## src/core_sfr_defines.vh

```
// Constants for the core flags and special function register block.
// Assumes an APB master with 32-bit data; one register per aligned word.
`ifndef CORE_SFR_DEFINES_VH
`define CORE_SFR_DEFINES_VH
`define ADDR_INDIRECT_PORT     8'h00
`define ADDR_INDIRECT_POINTER  8'h01
`define ADDR_WORKING_REG       8'h05
`define ADDR_PROG_PTR_LOW      8'h06
`define ADDR_LOOKUP_POINTER    8'h07
`define ADDR_LOOKUP_HIGH_BYTE  8'h08
`define ADDR_CORE_FLAGS        8'h0A
`define ADDR_PC_HIGH           8'h40
`define ADDR_OP_CTRL           8'h41
`define ADDR_OP_ARG            8'h42
`define ADDR_OP_STATUS         8'h43
`define ADDR_RAM_DATA          8'h44
`define ADDR_PROG_WORD         8'h45
`define BIT_CARRY              0
`define BIT_HALF               1
`define BIT_ZERO               2
`define BIT_SIGNED             3
`define BIT_HALTED             4
`define BIT_EXPIRY             5
`define OP_NONE                4'h0
`define OP_ADD                 4'h1
`define OP_SUB                 4'h2
`define OP_AND                 4'h3
`define OP_OR                  4'h4
`define OP_XOR                 4'h5
`define OP_RLC                 4'h6
`define OP_RRC                 4'h7
`define OP_HALT                4'h8
`define OP_CLRWDT              4'h9
`define OP_TIMEOUT             4'hA
`define OP_TABRD               4'hB
`define OP_INC_PTR             4'hC
`define OP_DEC_PTR             4'hD
`define OP_LOAD                4'hE
`define RAM_DEPTH              64
`define RAM_AW                 6
`endif

```

## src/core_sfr.v

```verilog
// Core special-function registers: accumulator, flags, program counter
// low byte, table read registers and the indirect port, on APB.
// Assumes the program word input answers the lookup pointer combinationally.
`timescale 1ns/1ps
`default_nettype none
`include "core_sfr_defines.vh"
module core_sfr (
    // Clock and reset
    input  wire        i_core_clk,
    input  wire        i_rst,
    // APB slave
    input  wire        i_psel,
    input  wire        i_penable,
    input  wire        i_pwrite,
    input  wire [31:0] i_paddr,
    input  wire [31:0] i_pwdata,
    output wire        o_pready,
    output reg  [31:0] o_prdata,
    output wire        o_pslverr,
    // Program memory table port
    input  wire [15:0] i_prog_word,
    output wire [7:0]  o_table_addr,
    // Program counter
    output wire [15:0] o_pc,
    output wire        o_dummy_cycle
);
    localparam ST_IDLE = 2'h0;
    localparam ST_RAM  = 2'h1;
    localparam ST_DONE = 2'h2;

    reg  [7:0]  working_reg;
    reg  [7:0]  indirect_pointer;
    reg  [7:0]  lookup_pointer;
    reg  [7:0]  lookup_high_byte;
    reg  [7:0]  table_low;
    reg  [7:0]  pc_high;
    reg  [7:0]  prog_ptr_low;
    reg  [3:0]  arith_flags;
    reg         halted_flag;
    reg         dog_expiry_flag;
    reg         dummy;
    reg  [7:0]  op_arg;
    reg  [1:0]  state;
    reg  [7:0]  rd_word;

    wire        setup   = i_psel & ~i_penable;
    wire        access  = i_psel & i_penable;
    wire [7:0]  word    = i_paddr[9:2];
    wire        wr_done = access & o_pready & i_pwrite;
    wire        rd_ram  = ~i_pwrite & (word == `ADDR_RAM_DATA);

    // Indirect RAM reads wait two cycles so the registered port has settled
    assign o_pready  = ~(access & rd_ram) | (state == ST_DONE);
    assign o_pslverr = 1'b0;

    wire [7:0] core_flags = {2'b00, dog_expiry_flag, halted_flag,
                             arith_flags};

    // ALU
    wire        op_go = wr_done & (word == `ADDR_OP_CTRL);
    wire [3:0]  op    = op_go ? i_pwdata[3:0] : `OP_NONE;
    wire [7:0]  alu_result;
    wire [3:0]  alu_flags;
    wire        alu_writes;
    alu8 u_alu (
        .i_op     (op),
        .i_a      (working_reg),
        .i_b      (op_arg),
        .i_flags  (arith_flags),
        .o_result (alu_result),
        .o_flags  (alu_flags),
        .o_writes (alu_writes)
    );

    // Data memory behind the indirect pointer
    wire       ram_we = wr_done & (word == `ADDR_RAM_DATA);
    wire [7:0] ram_rdata;
    data_ram u_ram (
        .i_core_clk (i_core_clk),
        .i_we       (ram_we),
        .i_addr     (indirect_pointer[`RAM_AW-1:0]),
        .i_wdata    (i_pwdata[7:0]),
        .o_rdata    (ram_rdata)
    );

    assign o_table_addr  = lookup_pointer;
    assign o_pc          = {pc_high, prog_ptr_low};
    assign o_dummy_cycle = dummy;

    always @(posedge i_core_clk or posedge i_rst) begin
        if (i_rst) begin
            state <= ST_IDLE;
        end else begin
            case (state)
                ST_IDLE: if (access & rd_ram) state <= ST_RAM;
                ST_RAM:  state <= ST_DONE;
                ST_DONE: state <= ST_IDLE;
                default: state <= ST_IDLE;
            endcase
        end
    end

    // Arithmetic flags have no reset value in the device; zero keeps
    // simulation free of unknowns without changing any defined behaviour.
    always @(posedge i_core_clk or posedge i_rst) begin
        if (i_rst) begin
            working_reg      <= 8'h00;
            indirect_pointer <= 8'h00;
            lookup_pointer   <= 8'h00;
            lookup_high_byte <= 8'h00;
            table_low        <= 8'h00;
            pc_high          <= 8'h00;
            prog_ptr_low     <= 8'h00;
            arith_flags      <= 4'h0;
            halted_flag      <= 1'b0;
            dog_expiry_flag  <= 1'b0;
            dummy            <= 1'b0;
            op_arg           <= 8'h00;
        end else begin
            dummy <= 1'b0;
            if (op_go) begin
                if (alu_writes) begin
                    working_reg <= alu_result;
                end
                arith_flags <= alu_flags;
                case (op)
                    `OP_HALT: begin
                        halted_flag     <= 1'b1;
                        dog_expiry_flag <= 1'b0;
                    end
                    `OP_CLRWDT: begin
                        halted_flag     <= 1'b0;
                        dog_expiry_flag <= 1'b0;
                    end
                    `OP_TIMEOUT: dog_expiry_flag <= 1'b1;
                    `OP_TABRD: begin
                        lookup_high_byte <= i_prog_word[15:8];
                        table_low        <= i_prog_word[7:0];
                        working_reg      <= i_prog_word[7:0];
                    end
                    `OP_INC_PTR: lookup_pointer <= lookup_pointer + 8'h01;
                    `OP_DEC_PTR: lookup_pointer <= lookup_pointer - 8'h01;
                    default: ;
                endcase
            end else if (wr_done) begin
                case (word)
                    `ADDR_INDIRECT_POINTER: indirect_pointer <= i_pwdata[7:0];
                    `ADDR_WORKING_REG:      working_reg <= i_pwdata[7:0];
                    `ADDR_PROG_PTR_LOW: begin
                        prog_ptr_low <= i_pwdata[7:0];
                        dummy        <= 1'b1;
                    end
                    `ADDR_LOOKUP_POINTER:  lookup_pointer <= i_pwdata[7:0];
                    `ADDR_LOOKUP_HIGH_BYTE: lookup_high_byte <= i_pwdata[7:0];
                    `ADDR_CORE_FLAGS:
                        arith_flags <= i_pwdata[3:0];
                    `ADDR_PC_HIGH:         pc_high <= i_pwdata[7:0];
                    `ADDR_OP_ARG:          op_arg <= i_pwdata[7:0];
                    default: ;
                endcase
            end
        end
    end

    // Flags are not stacked by calls or interrupts; this block holds no stack
    // and never saves them on its own.
    always @* begin
        case (word)
            `ADDR_INDIRECT_POINTER: rd_word = indirect_pointer;
            `ADDR_WORKING_REG:      rd_word = working_reg;
            `ADDR_PROG_PTR_LOW:     rd_word = prog_ptr_low;
            `ADDR_LOOKUP_POINTER:   rd_word = lookup_pointer;
            `ADDR_LOOKUP_HIGH_BYTE: rd_word = lookup_high_byte;
            `ADDR_CORE_FLAGS:       rd_word = core_flags;
            `ADDR_PC_HIGH:          rd_word = pc_high;
            `ADDR_OP_ARG:           rd_word = op_arg;
            `ADDR_OP_STATUS:        rd_word = {7'h00, dummy};
            `ADDR_PROG_WORD:        rd_word = table_low;
            `ADDR_RAM_DATA:         rd_word = ram_rdata;
            default:                rd_word = 8'h00;
        endcase
    end

    always @(posedge i_core_clk or posedge i_rst) begin
        if (i_rst) begin
            o_prdata <= 32'h00000000;
        end else if (setup & ~i_pwrite & ~rd_ram) begin
            o_prdata <= {24'h000000, rd_word};
        end else if (state == ST_RAM) begin
            o_prdata <= {24'h000000, ram_rdata};
        end
    end
endmodule // core_sfr
`default_nettype wire

```

## src/data_ram.v

```verilog
// Small data memory reached through the indirect pointer.
// Assumes one write or one read per cycle; read data is registered.
`timescale 1ns/1ps
`default_nettype none
`include "core_sfr_defines.vh"
module data_ram (
    // Clock
    input  wire                i_core_clk,
    // Access
    input  wire                i_we,
    input  wire [`RAM_AW-1:0]  i_addr,
    input  wire [7:0]          i_wdata,
    output reg  [7:0]          o_rdata
);
    reg [7:0] mem [0:`RAM_DEPTH-1];
    always @(posedge i_core_clk) begin
        if (i_we) begin
            mem[i_addr] <= i_wdata;
        end
        o_rdata <= mem[i_addr];
    end
endmodule // data_ram
`default_nettype wire

```

## src/alu8.v

```verilog
// Combinational 8-bit ALU with flag generation.
// Assumes the caller registers result and flags.
`timescale 1ns/1ps
`default_nettype none
`include "core_sfr_defines.vh"
module alu8 (
    // Operation
    input  wire [3:0] i_op,
    input  wire [7:0] i_a,
    input  wire [7:0] i_b,
    input  wire [3:0] i_flags,
    // Result
    output reg  [7:0] o_result,
    output reg  [3:0] o_flags,
    output reg        o_writes
);
    reg [8:0] sum;
    reg [4:0] low;
    reg [7:0] bsel;
    reg       c7;
    always @* begin
        sum      = 9'h000;
        low      = 5'h00;
        c7       = 1'b0;
        bsel     = (i_op == `OP_SUB) ? ~i_b : i_b;
        o_result = i_a;
        o_flags  = i_flags;
        o_writes = 1'b1;
        case (i_op)
            `OP_ADD, `OP_SUB: begin
                sum = {1'b0, i_a} + {1'b0, bsel}
                      + {8'h00, i_op == `OP_SUB};
                low = {1'b0, i_a[3:0]} + {1'b0, bsel[3:0]}
                      + {4'h0, i_op == `OP_SUB};
                c7  = i_a[7] ^ bsel[7] ^ sum[7];
                o_result = sum[7:0];
                o_flags[`BIT_CARRY]  = sum[8];
                o_flags[`BIT_HALF]   = low[4];
                o_flags[`BIT_SIGNED] = c7 ^ sum[8];
                o_flags[`BIT_ZERO]   = (sum[7:0] == 8'h00);
            end
            `OP_AND, `OP_OR, `OP_XOR: begin
                o_result = (i_op == `OP_AND) ? (i_a & i_b) :
                           (i_op == `OP_OR)  ? (i_a | i_b) : (i_a ^ i_b);
                o_flags[`BIT_ZERO] = (o_result == 8'h00);
            end
            `OP_RLC: begin
                o_result = {i_a[6:0], i_flags[`BIT_CARRY]};
                o_flags[`BIT_CARRY] = i_a[7];
            end
            `OP_RRC: begin
                o_result = {i_flags[`BIT_CARRY], i_a[7:1]};
                o_flags[`BIT_CARRY] = i_a[0];
            end
            `OP_LOAD: begin
                o_result = i_b;
            end
            default: begin
                o_writes = 1'b0;
            end
        endcase
    end
endmodule // alu8
`default_nettype wire

```

## config.mk

```make
export PLATFORM = sky130hd
export DESIGN_NAME = core_sfr
export DESIGN_NICKNAME = d
export VERILOG_FILES = /design/src/core_sfr.v /design/src/data_ram.v /design/src/alu8.v
export VERILOG_INCLUDE_DIRS = /design/src
export SDC_FILE = /design/constraint.sdc
export NUM_CORES = 1
export LEC_CHECK = 0
export ABC_AREA = 1
export BUFFER_PORTS_ARGS = -buffer_cell sky130_fd_sc_hd__clkbuf_2
export CELL_PAD_IN_SITES_DETAIL_PLACEMENT = 0
export CELL_PAD_IN_SITES_GLOBAL_PLACEMENT = 1
export CORE_MARGIN = 10
export CORE_UTILIZATION = 45
export CTS_BUF_LIST = sky130_fd_sc_hd__clkbuf_16
export CTS_CLUSTER_SIZE = 12
export DETAILED_ROUTE_END_ITERATION = 8
export PLACE_DENSITY_LB_ADDON = 0.1
export SYNTH_ARGS = -nofsm -noshare
export SYNTH_HDL_FRONTEND = slang
export SYNTH_SLANG_ARGS = --single-unit
```

## constraint.sdc

```tcl
create_clock -name i_core_clk -period 2.3 [get_ports i_core_clk]
set_clock_uncertainty 0.05 [all_clocks]
set_input_delay 0.345 -clock i_core_clk [delete_from_list [all_inputs] [get_ports i_core_clk]]
set_output_delay 0.345 -clock i_core_clk [all_outputs]
set_load 0.03 [all_outputs]
```

==> out/results.txt, run 1 <==
worst rel slew slack: 43.68%
Peak VDD IR: 0.7155 mV
number of buffers added on ports: 70
synthesized area: 0.02508 sq mm
Final setup violation count: 16
wire per inst: 24.97 um
Die Span Y: 256.1 um
Tmin final: 2511 ps
Core Box Area: 0.05509 sq mm
final worst slack: -210.9 ps
largest net degree at the start of global routing: 69
area delta synth->final: 30.69%
DRT Pass-1 Iters: 8
Skew-Pair Late Insertion Delay: 600 ps
Syn. warnings: 0
Final Hold Viols: 0
fmax: 0.3983 GHz
gr usage total: 23.97%
max-slew violation total from the final report: 0
Ports: 144
worst endpoint data arrival time: 2990 ps
crit-path cells: buf_8 > inv_4 > nand2_4 > nor2_4 > nand4_1 > nor2_4 > nand2_4 > buf_4 > buf_6 > buf_4 > xor2_4 > ha_4 > buf_4 > nand2_1 > nor2_1 > nand2_1 > nand2_1 > nand2_1 > nand2_1 > buf_4 > nand2_1 > nand2_1 > nand2_1 > a21oi_1
post-synthesis sequential area ratio: 70.03%
Die Wd: 256.1 um
Hold Crit Class: input port to register
Hold Path Stages: 5
Final ANT Viol Nets: 0
Reg-to-Reg End: u_ram.o_rdata[0]
FILL cells: 4488
Worst Hold Path EP: lookup_high_byte[2]
synth cell count leaders: edfxtp_1, nand2_1, inv_1, nor2_1, o21ai_0
clk slew on worst S/H paths: 60 ps
dominant synthesized flop cell: edfxtp_1
initial DRC count: 1721
CTS tree: built
count leader, synth: edfxtp_1
ys async rst share: 13.48%
Die Footprint: 0.06557 sq mm
deepest clock path buffer count: 3
reg2reg setup slack: -150 ps
layout cells sized above 1: 31.14%
Initial Util: 45.52%
CTS Buf Count: 66
Largest Register: u_ram.mem
Final HPWL DP: 56440 um
unrepaired setup endpoints after global routing: true
DRC: 0
crit path kind: input port to register
startpoint types: input port
DR vias/cell: 5.573
static leakage: 0.01230 uW
hold wc startpoint: i_prog_word[10]
number of global-route vias before repair: 17930
Syn Inst Count: 2006
total chip power: 23040 uW
Cell Rows: 86
Worst Max-Slew Pin Slew: 844.8 ps
Antenna diodes: 0
synth top area cells: edfxtp_1, dfrtp_1, nand2_1, a221oi_1, a22oi_1
CTS Sinks: 601
CP Capture Type: register
first-pass GRT wire length: 118000 um
Max H-tree Level: 3
Worst EP required: 2780 ps
grt total ovfl: 0
top-area cell type share of the netlist area: 61.31%
syn_area_per_cell: 12.50 sq um
Placer Congestion: 0.9383
part of the cycle the worst path needs: 109.2%
slowest stage delay, CP: 290 ps
antenna violations before repair: 2
Post-DP Area: 0.02962 sq mm
via count: 18220
library cells used by synthesis: 52
most frequent CP cell: nand2_1
Reg2Reg Depth: 12
CTS Root Cell: clkbuf_16
max FFs per register: 512
#FFs+latches synth: 601
Routed Wire Length: 81630 um
Power Density: 702.9 mW/mm^2
MaxCap Viol Count: 0
EDFF count, synth: 512
failing checks: negative setup slack
Reg2Reg Launch Point: indirect_pointer[0]
leading area contributor after synthesis: edfxtp_1
design area: 0.03277 sq mm
status: finished, violations left
slowest stage cell, crit path: ha_4
Nets: 2598
crit-path max FO: 5
[how the worst max path moves through the flow]
stage | from | end | cells after the start
after CTS | i_paddr[5] | arith_flags[2] | 21
after floorplan | i_paddr[6] | o_table_addr[7] | 19
after global placement | i_paddr[3] | arith_flags[2] | 21
final | i_paddr[3] | working_reg[7] | 24
after global routing | i_paddr[3] | arith_flags[2] | 21
after detailed placement | i_paddr[3] | arith_flags[2] | 21
[routing by layer]
layer  global-route usage [%]  vias to the layer above  wire, um
li1                         -                     8293         -
met1                    33.88                     9132     35070
met2                    37.73                      663     37940
met3                    4.100                      128      6648
met4                    6.348                        2      1962
met5                        0                        -        13
[layout by cell type (no fill, tap or decap), drive strengths merged, types with 23 or more instances in the layout]
cell type    n
a22o        55
buf        410
a221oi      70
dfrtp       81
o21ai       96
clkinv      23
conb        25
a21oi       53
nand4       76
a22oi       75
ha          30
clkbuf     135
nor2       144
edfxtp     512
nand3       52
nand2      404
inv        167
[worst max-delay path: cells and delay by family]
kind                     cells  cell delay (ps)
AO/OA/AOI/OAI                1              110
AND/OR/NAND/NOR             14             1330
XOR/XNOR                     1              160
adder cells (fa/ha/maj)      1              290
buffers and inverters        7              770
[what timing repair did]
action | CTS | global route
hold endpoints to repair | 15 | 0
setup endpoints to repair | 72 | 107
setup buffers | 21 | 12
resized for setup | 73 | 125
hold buffers | 3 | 0
cloned | 1 | 5
pin swaps | 48 | 99
[cell type report]
class / instances / area, sq um / area share, %
Timing Repair Buffer: 480 / 4230 / 12.91
Inverter: 156 / 624.3 / 1.905
Tap cell: 748 / 935.9 / 2.856
Clock inverter: 39 / 281.5 / 0.8590
Sequential cell: 601 / 17560 / 53.59
Multi-Input combinational cell: 1176 / 7411 / 22.61
Clock buffer: 69 / 1727 / 5.268
[metrics by stage]
step | worst slack (ps) | instances | hold WS, ps | util [%] | TNS, ps
5_1_grt | -383.1 | 3269 | 64.44 | 59.49 | -3524
3_3_place_gp | -881.1 | 3125 | 327.8 | 53.76 | -111060
2_1_floorplan | -446.7 | 2030 | 358.6 | - | -6741
6_report | -210.9 | 3269 | 23.94 | 59.49 | -1768
4_1_cts | -110.6 | 3258 | 5.028 | 58.36 | -800.9
3_5_place_dp | -945.4 | 3125 | 331.6 | 53.76 | -122210
[report_power, final]
group / switching (uW) / internal (uW)
registers: 66.0 / 11900
logic: 738 / 357
clock network: 4240 / 5750
total: 5040 / 18000
[kinds of logic (layout without fill, tap and decap cells)]
logic type / count (synthesis) / count (layout) / synth area share (%)
AO/OA/AOI/OAI: 393 / 393 / 10.89
XOR/XNOR: 11 / 11 / 0.3842
adder cells (fa/ha/maj): 32 / 32 / 1.656
buffers and inverters: 253 / 744 / 4.341
flip-flops: 601 / 601 / 70.03
multiplexers: 1 / 1 / 0.04490
other: 1 / 25 / 0.01495
AND/OR/NAND/NOR: 714 / 714 / 12.64
(Power assumes the default switching activity.)
==> run 2: changes to the inputs <==
- BUFFER_PORTS_ARGS: -buffer_cell sky130_fd_sc_hd__clkbuf_2 -> unset
- CORE_UTILIZATION: 45 -> 47
- DONT_BUFFER_PORTS: unset -> 1
==> run 2 against run 1 <==
The run still ends with negative setup slack left. Fmax increased by 2.2%. First-iteration DRC count decreased by 7.7%. Largest cell class unchanged. Sequential share of layout area increased by 0.22 points. Global-route usage increased by 0.50 points. Cell count decreased by 3.8%. Routed wire length decreased by 2.2%. Die area decreased by 3.9%. Critical endpoint is now u_ram.o_rdata[5].
==> out/results.txt, run 2 (synthesis results as in run 1) <==
max-slew violation total from the final report: 0 (unchanged)
Initial Util: 47.63% (was 45.52%)
DRC: 0 (unchanged)
worst rel slew slack: 35.89% (was 43.68%)
deepest clock path buffer count: 3 (unchanged)
unrepaired setup endpoints after global routing: true (unchanged)
number of global-route vias before repair: 17910 (was 17930)
Power Density: 714.0 mW/mm^2 (was 702.9 mW/mm^2)
via count: 17960 (was 18220)
setup total negative slack: -870.4 ps (was -1768 ps)
MaxCap Viol Count: 0 (unchanged)
failing checks: negative setup slack (unchanged)
fmax: 0.4068 GHz (was 0.3983 GHz)
final worst slack: -157.9 ps (was -210.9 ps)
slowest stage delay, CP: 400 ps (was 290 ps)
part of the cycle the worst path needs: 106.9% (was 109.2%)
global routing's busiest layer: met2 (unchanged)
M3 GR Usage: 4.300% (was 4.100%)
switch share: 21.77% (was 21.89%)
Final Hold Viols: 0 (unchanged)
pre-CTS setup slack: -738.4 ps (was -945.4 ps)
Final setup violation count: 9 (was 16)
most frequent cells in the layout: edfxtp_1, nand2_1, buf_4 (unchanged)
Routed Wire Length: 79860 um (was 81630 um)
Hold Crit Class: input port to register (unchanged)
wire per inst: 25.40 um (was 24.97 um)
Seq pwr share: 51.5% (was 51.9%)
routing usage on met2: 39.14% (was 37.73%)
Ports: 144 (unchanged)
status: finished, violations left (unchanged)
CTS tree: built (unchanged)
DR vias/cell: 5.712 (was 5.573)
antenna violations before repair: 1 (was 2)
startpoint types: register (was input port)
reg2reg setup slack: -160 ps (was -150 ps)
crit-path cells: buf_4 > inv_2 > nand3_4 > inv_6 > buf_8 > buf_12 > a22o_1 > a221oi_2 > nand4_1 > nand2_2 > nand4_1 > or2_1 (was buf_8 > inv_4 > nand2_4 > nor2_4 > nand4_1 > nor2_4 > nand2_4 > buf_4 > buf_6 > buf_4 > xor2_4 > ha_4 > buf_4 > nand2_1 > nor2_1 > nand2_1 > nand2_1 > nand2_1 > nand2_1 > buf_4 > nand2_1 > nand2_1 > nand2_1 > a21oi_1)
largest net degree at the start of global routing: 68 (was 69)
Internal: 18230 uW (was 17990 uW)
Largest Register: u_ram.mem (unchanged)
Worst EP required: 2730 ps (was 2780 ps)
first-pass GRT wire length: 116300 um (was 118000 um)
crit-path max FO: 8 (was 5)
Skew-Pair Late Insertion Delay: 600 ps (about the same)
most frequent CP cell: nand4_1 (was nand2_1)
Tmin final: 2458 ps (was 2511 ps)
Final HPWL DP: 51080 um (was 56440 um)
Peak VDD IR: 0.7338 mV (was 0.7155 mV)
CTS Root Cell: clkbuf_16 (unchanged)
Placer Congestion: 0.8852 (was 0.9383)
Antenna diodes: 0 (unchanged)
CTS Buf Count: 67 (was 66)
static leakage: 0.01216 uW (was 0.01230 uW)
gr usage total: 24.47% (was 23.97%)
Max H-tree Level: 3 (unchanged)
number of buffers added on ports: 0 (was 70)
combinational group share of total power: 4.2% (was 4.8%)
Die Footprint: 0.06300 sq mm (was 0.06557 sq mm)
CP bufs+invs: 5 (was 7)
Worst Max-Slew Pin Slew: 955.3 ps (was 844.8 ps)
met1 usage: 33.21% (was 33.88%)
Die Wd: 251.0 um (was 256.1 um)
cell family with most CP delay: simple AND/OR/NAND/NOR gates (unchanged)
area delta synth->final: 30.17% (was 30.69%)
grt total ovfl: 0 (unchanged)
initial DRC count: 1588 (was 1721)
CTS Sinks: 601 (unchanged)
slowest stage cell, crit path: dfrtp_2 (was ha_4)
crit path kind: register to register (was input port to register)
Clk network pwr share: 44.3% (was 43.4%)
Die Span Y: 251.0 um (was 256.1 um)
Nets: 2528 (was 2598)
P_sw: 5073 uW (was 5044 uW)
clk slew on worst S/H paths: 60 ps (about the same)
worst endpoint data arrival time: 2890 ps (was 2990 ps)
layout cells sized above 1: 28.30% (was 31.14%)
Final ANT Viol Nets: 0 (unchanged)
Core Box Area: 0.05266 sq mm (was 0.05509 sq mm)
CP Capture Type: register (unchanged)
Cell Rows: 84 (was 86)
max FFs per register: 512 (unchanged)
DRT Pass-1 Iters: 5 (was 8)
commonest non-fill, non-tap cell in the layout: edfxtp_1 (unchanged)
==> run 2: changes by cell type in the layout (fill, tap and decap cells not counted), sizes merged <==
| cell | delta |
|---|---|
| clkbuf | -63 |
| buf | -27 |
| dlygate4sd3 | +18 |
| inv | +7 |
| bufinv | +2 |
| clkinv | -2 |
| bufbuf | +1 |
| clkinvlp | -1 |
==> run 2: repair_timing <==
action                                  4_1_cts  5_1_grt
hold buffers                                 29        0
endpoints found under the hold margin       572        0
endpoints found under the setup margin      166      207
buffers inserted                             10       29
pin swaps                                    39       62
resized for setup                            79      110
cloned                                        3        4
==> run 2: path summary, 6_finish.rpt <==
path                                     start               end  cells after the start
setup / recovery           indirect_pointer[2]  u_ram.o_rdata[5]                     12
hold reg to reg                       state[1]          state[0]                      1
hold / removal                     i_pwdata[0]    arith_flags[0]                      2
max in group asynchronous                i_rst       o_prdata[2]                      3
min in group asynchronous                i_rst    working_reg[5]                      2
setup reg to reg           indirect_pointer[2]  u_ram.o_rdata[5]                     12
==> run 2: final cells by class <==
| class | count | area (sq um) |
|---|---|---|
| Fill cell | 4079 | 20010 |
| Sequential cell | 601 | 17570 |
| Multi-Input combinational cell | 1176 | 7348 |
| Timing Repair Buffer | 409 | 4156 |
| Clock buffer | 69 | 1727 |
| Tap cell | 688 | 860.8 |
| Inverter | 156 | 624.3 |
| Clock inverter | 45 | 361.6 |
==> run 2: worst reg2reg max path: cells and delay by family (launching register included) <==
kind | cells | cell delay, ps
flops | 1 | 400
buf+inv | 5 | 540
simple gates | 5 | 870
compound gates | 2 | 480
==> run 2: stage by stage <==
stage / instances / total power [uW] / hold slack, ps / instance area (sq um) / util [%]
after detailed placement: 2955 / 12870 / 240.0 / 28850 / 54.80
after CTS: 3111 / 23410 / 12.57 / 31910 / 60.60
after global routing: 3144 / 24000 / 38.25 / 32640 / 62.00
after floorplan: 2030 / 12610 / 358.6 / 25470 / -
final: 3144 / 23310 / 34.11 / 32640 / 62.00
after global placement: 2955 / 12870 / 241.7 / 28850 / 54.80
==> run 2: routing by layer <==
layer	share of wire [%]	vias to the layer above
li1	-	8139
met1	42	9025
met2	47	659
met3	7.3	134
met4	3.4	0
met5	0	-
==> run 2: power groups by stage <==
stage	sequential (uW)	clock [uW]	combinational [uW]
3_5_place_dp	12200	0	638
3_3_place_gp	12200	0	634
5_1_grt	12000	10900	1050
6_report	12000	10300	979
4_1_cts	12000	10500	928
2_1_floorplan	12200	0	401
